### src/hdl/dadc_pkg.sv
// Shared constants, register map and types of the dual converter output port.
package dadc_pkg;
   localparam int CODE_WIDTH = 12;
   localparam int LATENCY = 5;
   localparam int FIFO_DEPTH = 8;
   localparam int ADDR_WIDTH = 4;

   localparam logic [3:0] ADDR_CTRL = 4'h0;
   localparam logic [3:0] ADDR_STATUS = 4'h4;
   localparam logic [3:0] ADDR_CAPTURE = 4'h8;

   localparam int CTRL_SWAP = 0;
   localparam int CTRL_PWR_A = 1;
   localparam int CTRL_PWR_B = 2;
   localparam int CTRL_DEN_A = 3;
   localparam int CTRL_DEN_B = 4;
   localparam int CTRL_MODE = 5;
   localparam logic [6:0] CTRL_RESET = 7'h19;

   localparam int ST_FLAG = 0;
   localparam int ST_STATE_A = 1;
   localparam int ST_STATE_B = 3;
   localparam int ST_STAB = 5;
   localparam int ST_DROP = 6;
   localparam int ST_COUNT = 8;

   localparam int CAP_B = 12;
   localparam int CAP_FLAG = 24;
   localparam int CAP_VALID = 31;

   localparam logic [1:0] MODE_GND = 2'h0;
   localparam logic [1:0] MODE_THIRD = 2'h1;
   localparam logic [1:0] MODE_TWO_THIRDS = 2'h2;
   localparam logic [1:0] MODE_FULL = 2'h3;

   typedef enum logic [1:0] {
      DADC_NORMAL = 2'b00,
      DADC_HIZ    = 2'b01,
      DADC_NAP    = 2'b10,
      DADC_SLEEP  = 2'b11
   } dadc_state_t;

   typedef struct packed {
      logic                  ovr;
      logic [CODE_WIDTH-1:0] code;
   } dadc_word_t;

   typedef struct packed {
      logic                  ovr;
      logic [CODE_WIDTH-1:0] b;
      logic [CODE_WIDTH-1:0] a;
   } dadc_pair_t;
endpackage

### src/hdl/dadc_port.sv
// Dual converter output port: channel pipelines, capture FIFO and Avalon-MM control.
//
// The register addresses and the Avalon-MM register port were chosen for this implementation.
`timescale 1ns/1ps
// Functional notes
// - Swap select high puts channel A on bus A and channel B on bus B.
// - Swap select low crosses the buses: A on bus B, B on bus A.
// - Power select low converts; bus driven when drive enable low, else high impedance.
// - Power select high gives nap with enable low, sleep with enable high; buses float.
// - One mode code sets format and stabilizer for both channels.
// - Each channel result is a 12-bit word with the top bit as MSB.
// - A channel takes its sample on the rising edge of its own clock.
// - The data ready strobe follows the channel B clock only.
// - Out-of-range flag is high when either channel result overflowed or underflowed.
// - A result appears on the bus five clock cycles after its sample.

module dadc_fifo #(
   parameter int WIDTH = 25,
   parameter int DEPTH = 8
) (
   input  wire logic                       clk_i,
   input  wire logic                       rst_i,
   input  wire logic                       in_valid_i,
   output logic                            in_ready_o,
   input  wire logic [WIDTH-1:0]           in_data_i,
   output logic                            out_valid_o,
   input  wire logic                       out_ready_i,
   output logic [WIDTH-1:0]                out_data_o,
   output logic [$clog2(DEPTH):0]          count_o
);
   localparam int PW = $clog2(DEPTH);

   logic [WIDTH-1:0] mem [DEPTH];
   logic [PW:0]      wr_ptr;
   logic [PW:0]      rd_ptr;
   logic             push;
   logic             pop;

   assign count_o = wr_ptr - rd_ptr;
   assign in_ready_o = (count_o != DEPTH[PW:0]) || (wr_ptr[PW] == rd_ptr[PW]);
   assign out_valid_o = (wr_ptr != rd_ptr);
   assign out_data_o = mem[rd_ptr[PW-1:0]];
   assign push = in_valid_i && in_ready_o;
   assign pop = out_valid_o && out_ready_i;

   always_ff @(posedge clk_i) begin
      if (push) begin
         mem[wr_ptr[PW-1:0]] <= in_data_i;
      end
   end

   always_ff @(posedge clk_i) begin
      if (rst_i) begin
         wr_ptr <= '0;
         rd_ptr <= '0;
      end else begin
         if (push) begin
            wr_ptr <= wr_ptr + 1'b1;
         end
         if (pop) begin
            rd_ptr <= rd_ptr + 1'b1;
         end
      end
   end

   fifo_bound_a: assert property (@(posedge clk_i) disable iff (rst_i)
      count_o <= DEPTH) else $error("FIFO count above depth.");
endmodule

module dadc_chan #(
   parameter int WIDTH = 12,
   parameter int LAT   = 5
) (
   input  wire logic                clk_i,
   input  wire logic                rst_i,
   input  wire logic                sample_clock_i,
   input  wire logic [WIDTH-1:0]    sample_code_i,
   input  wire logic                sample_ovr_i,
   input  wire logic                power_select_i,
   input  wire logic                drive_enable_n_i,
   input  wire logic                twos_i,
   output dadc_pkg::dadc_word_t     result_o,
   output logic                     update_o,
   output logic                     clk_level_o,
   output dadc_pkg::dadc_state_t    state_o
);
   logic                 clk_s1;
   logic                 clk_s2;
   logic                 clk_s3;
   logic [WIDTH-1:0]     code_s1;
   logic [WIDTH-1:0]     code_s2;
   logic                 ovr_s1;
   logic                 ovr_s2;
   logic                 rise;
   logic                 converting;
   dadc_pkg::dadc_word_t pipe [LAT];
   dadc_pkg::dadc_word_t next_result;

   always_ff @(posedge clk_i) begin
      if (rst_i) begin
         clk_s1  <= 1'b0;
         clk_s2  <= 1'b0;
         clk_s3  <= 1'b0;
         code_s1 <= '0;
         code_s2 <= '0;
         ovr_s1  <= 1'b0;
         ovr_s2  <= 1'b0;
      end else begin
         clk_s1  <= sample_clock_i;
         clk_s2  <= clk_s1;
         clk_s3  <= clk_s2;
         code_s1 <= sample_code_i;
         code_s2 <= code_s1;
         ovr_s1  <= sample_ovr_i;
         ovr_s2  <= ovr_s1;
      end
   end

   assign rise = clk_s2 && !clk_s3;
   assign clk_level_o = clk_s3;
   assign converting = !power_select_i;

   always_comb begin
      case ({power_select_i, drive_enable_n_i})
         2'b00: state_o = dadc_pkg::DADC_NORMAL;
         2'b01: state_o = dadc_pkg::DADC_HIZ;
         2'b10: state_o = dadc_pkg::DADC_NAP;
         2'b11: state_o = dadc_pkg::DADC_SLEEP;
         default: state_o = dadc_pkg::DADC_SLEEP;
      endcase
   end

   always_comb begin
      next_result = pipe[LAT-1];
      next_result.code[WIDTH-1] = pipe[LAT-1].code[WIDTH-1] ^ twos_i;
   end

   always_ff @(posedge clk_i) begin
      if (rst_i) begin
         for (int i = 0; i < LAT; i++) begin
            pipe[i] <= '0;
         end
      end else if (rise && converting) begin
         pipe[0] <= '{ovr: ovr_s2, code: code_s2};
         for (int i = 1; i < LAT; i++) begin
            pipe[i] <= pipe[i-1];
         end
      end
   end

   always_ff @(posedge clk_i) begin
      if (rst_i) begin
         result_o <= '0;
         update_o <= 1'b0;
      end else begin
         update_o <= rise && converting;
         if (rise && converting) begin
            result_o <= next_result;
         end
      end
   end

   result_hold_a: assert property (@(posedge clk_i) disable iff (rst_i)
      !(rise && converting) |=> $stable(result_o)) else $error("Result changed without a sample edge.");
   nap_freeze_a: assert property (@(posedge clk_i) disable iff (rst_i)
      power_select_i [*2] |-> $stable(result_o)) else $error("Result moved while powered down.");
   msb_format_a: assert property (@(posedge clk_i) disable iff (rst_i)
      (rise && converting) |=> result_o.code[WIDTH-1] == ($past(pipe[LAT-1].code[WIDTH-1]) ^ $past(twos_i)))
      else $error("MSB format wrong.");
endmodule

module dadc_port #(
   parameter int WIDTH = dadc_pkg::CODE_WIDTH,
   parameter int DEPTH = dadc_pkg::FIFO_DEPTH
) (
   input  wire logic                                clk_i,
   input  wire logic                                rst_i,
   input  wire logic [dadc_pkg::ADDR_WIDTH-1:0]     avs_address_i,
   input  wire logic                                avs_read_i,
   input  wire logic                                avs_write_i,
   input  wire logic [31:0]                         avs_writedata_i,
   input  wire logic [3:0]                          avs_byteenable_i,
   output logic [31:0]                              avs_readdata_o,
   output logic                                     avs_waitrequest_o,
   input  wire logic                                chan_a_sample_clock_i,
   input  wire logic                                chan_b_sample_clock_i,
   input  wire logic [WIDTH-1:0]                    chan_a_code_i,
   input  wire logic                                chan_a_ovr_i,
   input  wire logic [WIDTH-1:0]                    chan_b_code_i,
   input  wire logic                                chan_b_ovr_i,
   output logic [WIDTH-1:0]                         bus_a_data_o,
   output logic                                     bus_a_data_oe_o,
   output logic [WIDTH-1:0]                         bus_b_data_o,
   output logic                                     bus_b_data_oe_o,
   output logic                                     range_exceeded_flag_o,
   output logic                                     data_ready_strobe_o,
   output logic                                     duty_stabilizer_on_o
);
   localparam int CW     = $clog2(DEPTH) + 1;
   localparam int CAP_HI = dadc_pkg::CAP_FLAG;

   logic [6:0]            ctrl;
   logic                  output_swap_select;
   logic                  chan_a_power_select;
   logic                  chan_b_power_select;
   logic                  chan_a_drive_enable_n;
   logic                  chan_b_drive_enable_n;
   logic [1:0]            format_mode;
   logic                  twos;
   logic                  ack;
   logic                  taken_rd;
   logic                  taken_wr;
   logic                  drop;
   logic                  fifo_in_ready;
   logic                  fifo_out_valid;
   logic                  fifo_pop;
   logic [CW-1:0]         fifo_count;
   dadc_pkg::dadc_pair_t  fifo_in;
   dadc_pkg::dadc_pair_t  fifo_out;
   dadc_pkg::dadc_word_t  res_a;
   dadc_pkg::dadc_word_t  res_b;
   logic                  upd_a;
   logic                  upd_b;
   logic                  b_level;
   dadc_pkg::dadc_state_t state_a;
   dadc_pkg::dadc_state_t state_b;
   logic [31:0]           next_readdata;

   assign output_swap_select = ctrl[dadc_pkg::CTRL_SWAP];
   assign chan_a_power_select = ctrl[dadc_pkg::CTRL_PWR_A];
   assign chan_b_power_select = ctrl[dadc_pkg::CTRL_PWR_B];
   assign chan_a_drive_enable_n = ctrl[dadc_pkg::CTRL_DEN_A];
   assign chan_b_drive_enable_n = ctrl[dadc_pkg::CTRL_DEN_B];
   assign format_mode = ctrl[dadc_pkg::CTRL_MODE +: 2];
   assign twos = format_mode[1];

   dadc_chan #(.WIDTH(WIDTH), .LAT(dadc_pkg::LATENCY)) u_chan_a (
      .clk_i            (clk_i),
      .rst_i            (rst_i),
      .sample_clock_i   (chan_a_sample_clock_i),
      .sample_code_i    (chan_a_code_i),
      .sample_ovr_i     (chan_a_ovr_i),
      .power_select_i   (chan_a_power_select),
      .drive_enable_n_i (chan_a_drive_enable_n),
      .twos_i           (twos),
      .result_o         (res_a),
      .update_o         (upd_a),
      .clk_level_o      (),
      .state_o          (state_a)
   );

   dadc_chan #(.WIDTH(WIDTH), .LAT(dadc_pkg::LATENCY)) u_chan_b (
      .clk_i            (clk_i),
      .rst_i            (rst_i),
      .sample_clock_i   (chan_b_sample_clock_i),
      .sample_code_i    (chan_b_code_i),
      .sample_ovr_i     (chan_b_ovr_i),
      .power_select_i   (chan_b_power_select),
      .drive_enable_n_i (chan_b_drive_enable_n),
      .twos_i           (twos),
      .result_o         (res_b),
      .update_o         (upd_b),
      .clk_level_o      (b_level),
      .state_o          (state_b)
   );

   always_ff @(posedge clk_i) begin
      if (rst_i) begin
         bus_a_data_o <= '0;
         bus_b_data_o <= '0;
      end else if (output_swap_select) begin
         bus_a_data_o <= res_a.code;
         bus_b_data_o <= res_b.code;
      end else begin
         bus_a_data_o <= res_b.code;
         bus_b_data_o <= res_a.code;
      end
   end

   always_ff @(posedge clk_i) begin
      if (rst_i) begin
         bus_a_data_oe_o <= 1'b0;
         bus_b_data_oe_o <= 1'b0;
         range_exceeded_flag_o <= 1'b0;
         data_ready_strobe_o <= 1'b0;
         duty_stabilizer_on_o <= 1'b0;
      end else begin
         bus_a_data_oe_o <= (state_a == dadc_pkg::DADC_NORMAL);
         bus_b_data_oe_o <= (state_b == dadc_pkg::DADC_NORMAL);
         range_exceeded_flag_o <= res_a.ovr || res_b.ovr;
         data_ready_strobe_o <= b_level;
         duty_stabilizer_on_o <= format_mode[1] ^ format_mode[0];
      end
   end

   assign fifo_in = '{ovr: res_a.ovr || res_b.ovr, b: res_b.code, a: res_a.code};

   dadc_fifo #(.WIDTH($bits(dadc_pkg::dadc_pair_t)), .DEPTH(DEPTH)) u_fifo (
      .clk_i       (clk_i),
      .rst_i       (rst_i),
      .in_valid_i  (upd_b),
      .in_ready_o  (fifo_in_ready),
      .in_data_i   (fifo_in),
      .out_valid_o (fifo_out_valid),
      .out_ready_i (fifo_pop),
      .out_data_o  (fifo_out),
      .count_o     (fifo_count)
   );

   assign avs_waitrequest_o = (avs_read_i || avs_write_i) && !ack;
   assign taken_rd = avs_read_i && ack;
   assign taken_wr = avs_write_i && ack;
   // Pops only what the finished read reported, so a pair that arrives during an empty read is kept.
   assign fifo_pop = taken_rd && (avs_address_i == dadc_pkg::ADDR_CAPTURE) && avs_readdata_o[dadc_pkg::CAP_VALID];

   always_ff @(posedge clk_i) begin
      if (rst_i) begin
         ack <= 1'b0;
      end else begin
         ack <= (avs_read_i || avs_write_i) && !ack;
      end
   end

   always_ff @(posedge clk_i) begin
      if (rst_i) begin
         ctrl <= dadc_pkg::CTRL_RESET;
      end else if (taken_wr && avs_address_i == dadc_pkg::ADDR_CTRL && avs_byteenable_i[0]) begin
         ctrl <= avs_writedata_i[6:0];
      end
   end

   always_ff @(posedge clk_i) begin
      if (rst_i) begin
         drop <= 1'b0;
      end else if (upd_b && !fifo_in_ready) begin
         drop <= 1'b1;
      end else if (taken_wr && avs_address_i == dadc_pkg::ADDR_STATUS && avs_byteenable_i[0]
                   && avs_writedata_i[dadc_pkg::ST_DROP]) begin
         drop <= 1'b0;
      end
   end

   always_comb begin
      next_readdata = '0;
      case (avs_address_i)
         dadc_pkg::ADDR_CTRL: next_readdata[6:0] = ctrl;
         dadc_pkg::ADDR_STATUS: begin
            next_readdata[dadc_pkg::ST_FLAG] = range_exceeded_flag_o;
            next_readdata[dadc_pkg::ST_STATE_A +: 2] = state_a;
            next_readdata[dadc_pkg::ST_STATE_B +: 2] = state_b;
            next_readdata[dadc_pkg::ST_STAB] = duty_stabilizer_on_o;
            next_readdata[dadc_pkg::ST_DROP] = drop;
            next_readdata[dadc_pkg::ST_COUNT +: CW] = fifo_count;
         end
         dadc_pkg::ADDR_CAPTURE: begin
            if (fifo_out_valid) begin
               next_readdata[CAP_HI:0] = fifo_out;
               next_readdata[dadc_pkg::CAP_VALID] = 1'b1;
            end
         end
         default: next_readdata = '0;
      endcase
   end

   always_ff @(posedge clk_i) begin
      if (rst_i) begin
         avs_readdata_o <= '0;
      end else if (avs_read_i && !ack) begin
         avs_readdata_o <= next_readdata;
      end
   end

   swap_direct_a: assert property (@(posedge clk_i) disable iff (rst_i)
      output_swap_select |=> bus_a_data_o == $past(res_a.code) && bus_b_data_o == $past(res_b.code))
      else $error("Direct bus routing wrong.");
   swap_cross_a: assert property (@(posedge clk_i) disable iff (rst_i)
      !output_swap_select |=> bus_a_data_o == $past(res_b.code) && bus_b_data_o == $past(res_a.code))
      else $error("Crossed bus routing wrong.");
   drive_enable_a: assert property (@(posedge clk_i) disable iff (rst_i)
      (chan_a_power_select || chan_a_drive_enable_n) |=> !bus_a_data_oe_o)
      else $error("Bus A driven while disabled.");
   drive_normal_a: assert property (@(posedge clk_i) disable iff (rst_i)
      (!chan_b_power_select && !chan_b_drive_enable_n) |=> bus_b_data_oe_o)
      else $error("Bus B not driven in normal mode.");
   range_flag_a: assert property (@(posedge clk_i) disable iff (rst_i)
      range_exceeded_flag_o == $past(res_a.ovr || res_b.ovr))
      else $error("Range flag does not follow results.");
   stab_mode_a: assert property (@(posedge clk_i) disable iff (rst_i)
      (format_mode == dadc_pkg::MODE_TWO_THIRDS) [*2] |-> duty_stabilizer_on_o)
      else $error("Stabilizer off in mode two.");
   strobe_source_a: assert property (@(posedge clk_i) disable iff (rst_i)
      $changed(data_ready_strobe_o) |-> $past(b_level) == data_ready_strobe_o)
      else $error("Strobe not from channel B clock.");
   bus_wait_a: assert property (@(posedge clk_i) disable iff (rst_i)
      $rose(avs_read_i || avs_write_i) |-> avs_waitrequest_o ##1 !avs_waitrequest_o)
      else $error("Bus answer not after one wait cycle.");
endmodule

### config.mk
export PLATFORM = sky130hd
export DESIGN_NAME = dadc_port
export DESIGN_NICKNAME = d
export VERILOG_FILES = /design/src/hdl/dadc_pkg.sv /design/src/hdl/dadc_port.sv
export SDC_FILE = /design/constraint.sdc
export NUM_CORES = 1
export LEC_CHECK = 0
export BUFFER_PORTS_ARGS = -buffer_cell sky130_fd_sc_hd__buf_2
export CORE_UTILIZATION = 59
export CTS_CLUSTER_SIZE = 30
export DETAILED_ROUTE_END_ITERATION = 10
export PLACE_DENSITY = 0.88
export SETUP_SLACK_MARGIN = 0.5
export SYNTH_ARGS = -nofsm -noshare
export SYNTH_HDL_FRONTEND = slang
export SYNTH_SLANG_ARGS = --single-unit
### constraint.sdc
create_clock -name clk_i -period 6.89 [get_ports clk_i]
set_input_delay 1.378 -clock clk_i [delete_from_list [all_inputs] [get_ports clk_i]]
set_output_delay 1.378 -clock clk_i [all_outputs]
set_load 0.05 [all_outputs]
==> summary by stage <==
Floorplan
The die outline area is 30800 sq um. The area of the core is 29640 sq um. 134 I/O pins were placed.

Measured along the y axis, the die boundary spans 175.5 um. After floorplanning, the core was divided into 63 placement rows. The initial core utilization is 59.92%. The die outline width is 175.5 um.

Layout
From synthesis to final layout, the design area changed by 13.39%. The number of cells in the finished layout apart from fillers is 1610. The total of fill cells in the finished design is 1819. The final layout contains 1260 nets. The fraction of layout instances using a drive strength above 1 is 22.38%. The number of antenna diodes in the final layout is 0.

Detailed routing
The average wire length per cell after detail routing is 21.97 um. Across all layers, the routed design uses 9478 vias. Wires add up to 35.38 mm. In this run the remaining antenna-violating nets after routing total 0. For this block, the initial DRC count from the detailed router was 1005. The count of unresolved DRC violations after routing is 0.

The number of search-and-repair iterations in the first detailed-routing pass is 5. The ratio of routed vias to standard cells is 5.887.

Setup path
The slowest stage of the critical path belongs to the cell and4_1. The critical path is of the flip-flop to flip-flop type. The critical path data arrival time is 3.59 ns. The type of element capturing the critical path is a flip-flop. The largest incremental delay on the critical path is 0.53 ns. The critical-path maximum fanout is 19.

The most frequent cell on the critical path is inv_1. The critical path goes through inv_1, ha_1, inv_1, fa_1, xor2_1, a211oi_2, a21boi_2, and4_1, buf_4. The element type at the critical path start is a flip-flop. The required time of the critical path is 7.10 ns.

Timing
At the pin with the least slew margin, the transition time is 1.185 ns. The worst path in the final design needs a cycle of 3.385 ns, including I/O delays and setup. Measured against its own limit, the worst slew margin works out to 20.70%. Setup violations remaining at the end of the flow were counted as 0. Setup repair after global routing left no endpoint under its margin. Between clock sinks in the finished design, the worst skew comes to 0.01712 ns. The maximum clock rate is 295.5 MHz.

The final period utilization is 49.12%. The total count of hold-check failures in the final report is 0. The count of final max-slew check failures is 0. The setup total negative slack is 0 ns.

Global route
The met3 usage in global routing is 4.242%. The first global-routing pass estimated 54.17 mm of wire. Entering global routing, the biggest net connects 85 pins. The number of global-route vias before repair is 9743. Global routing used 23.56% of the available tracks. For this run the aggregate overflow at the end of global routing stands at 0. The initial antenna violation count is 2. For this run, global-route usage on met2 was measured as 41.22%. For met1 alone, demand over resource in global routing was 28.28%. The global routing stage identified its most utilized layer as met2.

Yosys
The library cell with the largest summed area after synthesis is edfxtp_1. The fraction of registers with async set/reset is 0%. Counting flops and latches in the post-synthesis netlist gives 490. The share of synthesized area in the top cell type comes to 55.79%. The top flip-flop cell by instance count after synthesis is edfxtp_1. The count of synthesis-stage warnings from yosys is 0. Among all cell types in the netlist, the one instantiated most often is edfxtp_1. The number of enable flip-flop cells after synthesis is 330.

Summing the sequential cell areas from Yosys gives 73.83% of the chip area. The count of different cell masters after synthesis is 51. By area the synthesized netlist is led by edfxtp_1, dfxtp_1, mux4_2, mux2i_1, and2_1. By count the netlist is led by edfxtp_1, dfxtp_1, and2_1, and3_1, nor2b_1. Summing every instance area after synthesis gives 17760 sq um.

The average instance in the mapped netlist occupies 16.45 sq um. The number of cells produced by synthesis is 1080.

Placement
The number of buffers inserted by port buffering is 99. The weighted congestion reported at the end of routability-driven placement is 0.8137. The number of placed instances, taps included, is 1524.

The HPWL after detailed placement is 19.65 mm.

Clock network
The buffers inserted during post-CTS setup optimization is 0. CTS placed an instance of clkbuf_16 at the clock tree root. Buffers inserted during clock tree synthesis total 46. The CTS tree is done. The clock-pin transition on the worst setup and hold timing paths is 0.06 ns. The count of instances resized after the clock tree is built is 0. At the later pin of the worst-skew pair, clock insertion delay measures 0.56 ns. The buffer levels on the longest clock path is 3. The H-tree was split into 2 levels. The sink count of the clock tree is 490. Hold repair after CTS inserted 0 buffers.

Power and ir drop
Of the total power, registers draw 54.8%. The share of power burned in the clock network is 42.5%. The reported leakage power is 7.763 nW.

For this design the ratio of total power to cell area is 292.2 nW/um^2. The fraction of power spent switching nets is 20.49%. The internal power is 4.678 mW.

The power share of the combinational group is 2.6%. The switching power summed over all nets is 1.206 mW. The peak supply drop is 0.2388 mV.

Run
The number of max-capacitance violations reported is 0.

Hold path
The tightest min-delay check is of the flip-flop to flip-flop type.

Status
The run finished with clean final reports.
[critical path: cells and delay by family, from the launching register on]
kind                       cells  cell delay (ns)
xor gates and xnor gates       1             0.26
adders and majority gates      2             0.59
buffers and inverters          3             0.72
AOI/OAI and AO/OA              2             0.53
DFF                            1             0.40
and+or+nand+nor                1             0.53
[metal layers]
layer	part of all wire [%]	vias up	wire length [um]
li1	-	4217	-
met1	37	4698	13240
met2	52	447	18250
met3	6.8	112	2409
met4	4.1	4	1441
met5	0.085	-	30
[layout by cell type, fill, tap and decap left out, types with 3 or more instances in the layout]
cell type and n:
nand3_1 4, edfxtp_1 330, mux2_2 10, xnor2_1 3, o21ai_0 12, nand4_1 4
dfxtp_2 3, buf_2 98, nor2b_1 61, a21oi_1 14, conb_1 6, clkinv_1 3
dfxtp_1 157, and2_1 67, nor3_1 5, and4_1 5, nand2_1 30, xor2_1 6
o21ai_1 13, a22o_1 26, inv_1 6, nor2_1 44, a221oi_1 7, nor4b_2 4
buf_4 21, ha_1 5, and3_1 67, mux2i_1 46, clkbuf_8 7, clkbuf_1 13
clkbuf_16 50, mux4_2 50, clkinv_2 7
[power groups by stage]
stage                     registers (mW)  clock network [mW]  logic (mW)
after CTS                           3.23                2.52       0.156
after floorplan                     3.30                   0      0.0862
final                               3.23                2.50       0.156
after global placement              3.28                   0       0.147
after global routing                3.23                2.65       0.167
after detailed placement            3.29                   0       0.152
[final timing paths]
path / startpoint / end / slack (ns) / depth (start not counted)
worst max-delay path: u_fifo.wr_ptr[0]$_SDFFE_PP0P_ / u_fifo.mem[6][15]$_DFFE_PP_ / 3.51 / 9
worst min-delay path: u_chan_a.code_s1[2]$_SDFF_PP0_ / u_chan_a.code_s2[2]$_SDFF_PP0_ / 0.43 / 1
worst min register to register: u_chan_a.code_s1[2]$_SDFF_PP0_ / u_chan_a.code_s2[2]$_SDFF_PP0_ / 0.43 / 1
worst max register to register: u_fifo.wr_ptr[0]$_SDFFE_PP0P_ / u_fifo.mem[6][15]$_DFFE_PP_ / 3.51 / 9
[stage by stage]
step	hold slack [ns]	util (%)	instance area [sq um]	total power, mW	setup WS [ns]
finish	0.4343	67.95	20140	5.884	3.505
global route	0.4571	67.95	20140	6.050	3.400
CTS	0.4391	67.95	20140	5.904	3.539
detailed placement	0.4204	62.85	18630	3.439	3.334
global placement	0.4171	62.85	18630	3.426	3.414
floorplan	0.4138	-	17780	3.384	2.072
[logic make-up after synthesis]
family	share of synthesized area (%)
AOI/OAI and AO/OA	3.389
xor gates and xnor gates	0.4438
adders and majority gates	0.4650
buffers and inverters	2.043
DFF	73.83
muxes	9.799
other	0.02111
and+or+nand+nor	10.01
[registers in the layout (all words and copies together), names as in the netlist, 4 cells and up, named ones only]
register           count
u_fifo.mem           200
u_chan_a.pipe         65
u_chan_b.pipe         65
avs_readdata_o        26
u_chan_a.result_o     13
u_chan_b.result_o     13
bus_a_data_o          12
bus_b_data_o          12
u_chan_a.code_s1      12
u_chan_a.code_s2      12
u_chan_b.code_s1      12
u_chan_b.code_s2      12
ctrl                   7
u_fifo.rd_ptr          4
u_fifo.wr_ptr          4
[layout make-up]
| type | instances | area (sq um) | share of cell area [%] |
|---|---|---|---|
| multi-input combinational | 517 | 4344 | 21.57 |
| timing repair buffer | 119 | 648.1 | 3.218 |
| tap | 390 | 488.0 | 2.423 |
| clock inverter | 16 | 115.1 | 0.5716 |
| inverter | 8 | 30.03 | 0.1491 |
| sequential | 490 | 13120 | 65.13 |
| clock buffer | 70 | 1396 | 6.934 |
Note: power is estimated with default switching activity, not from simulation.
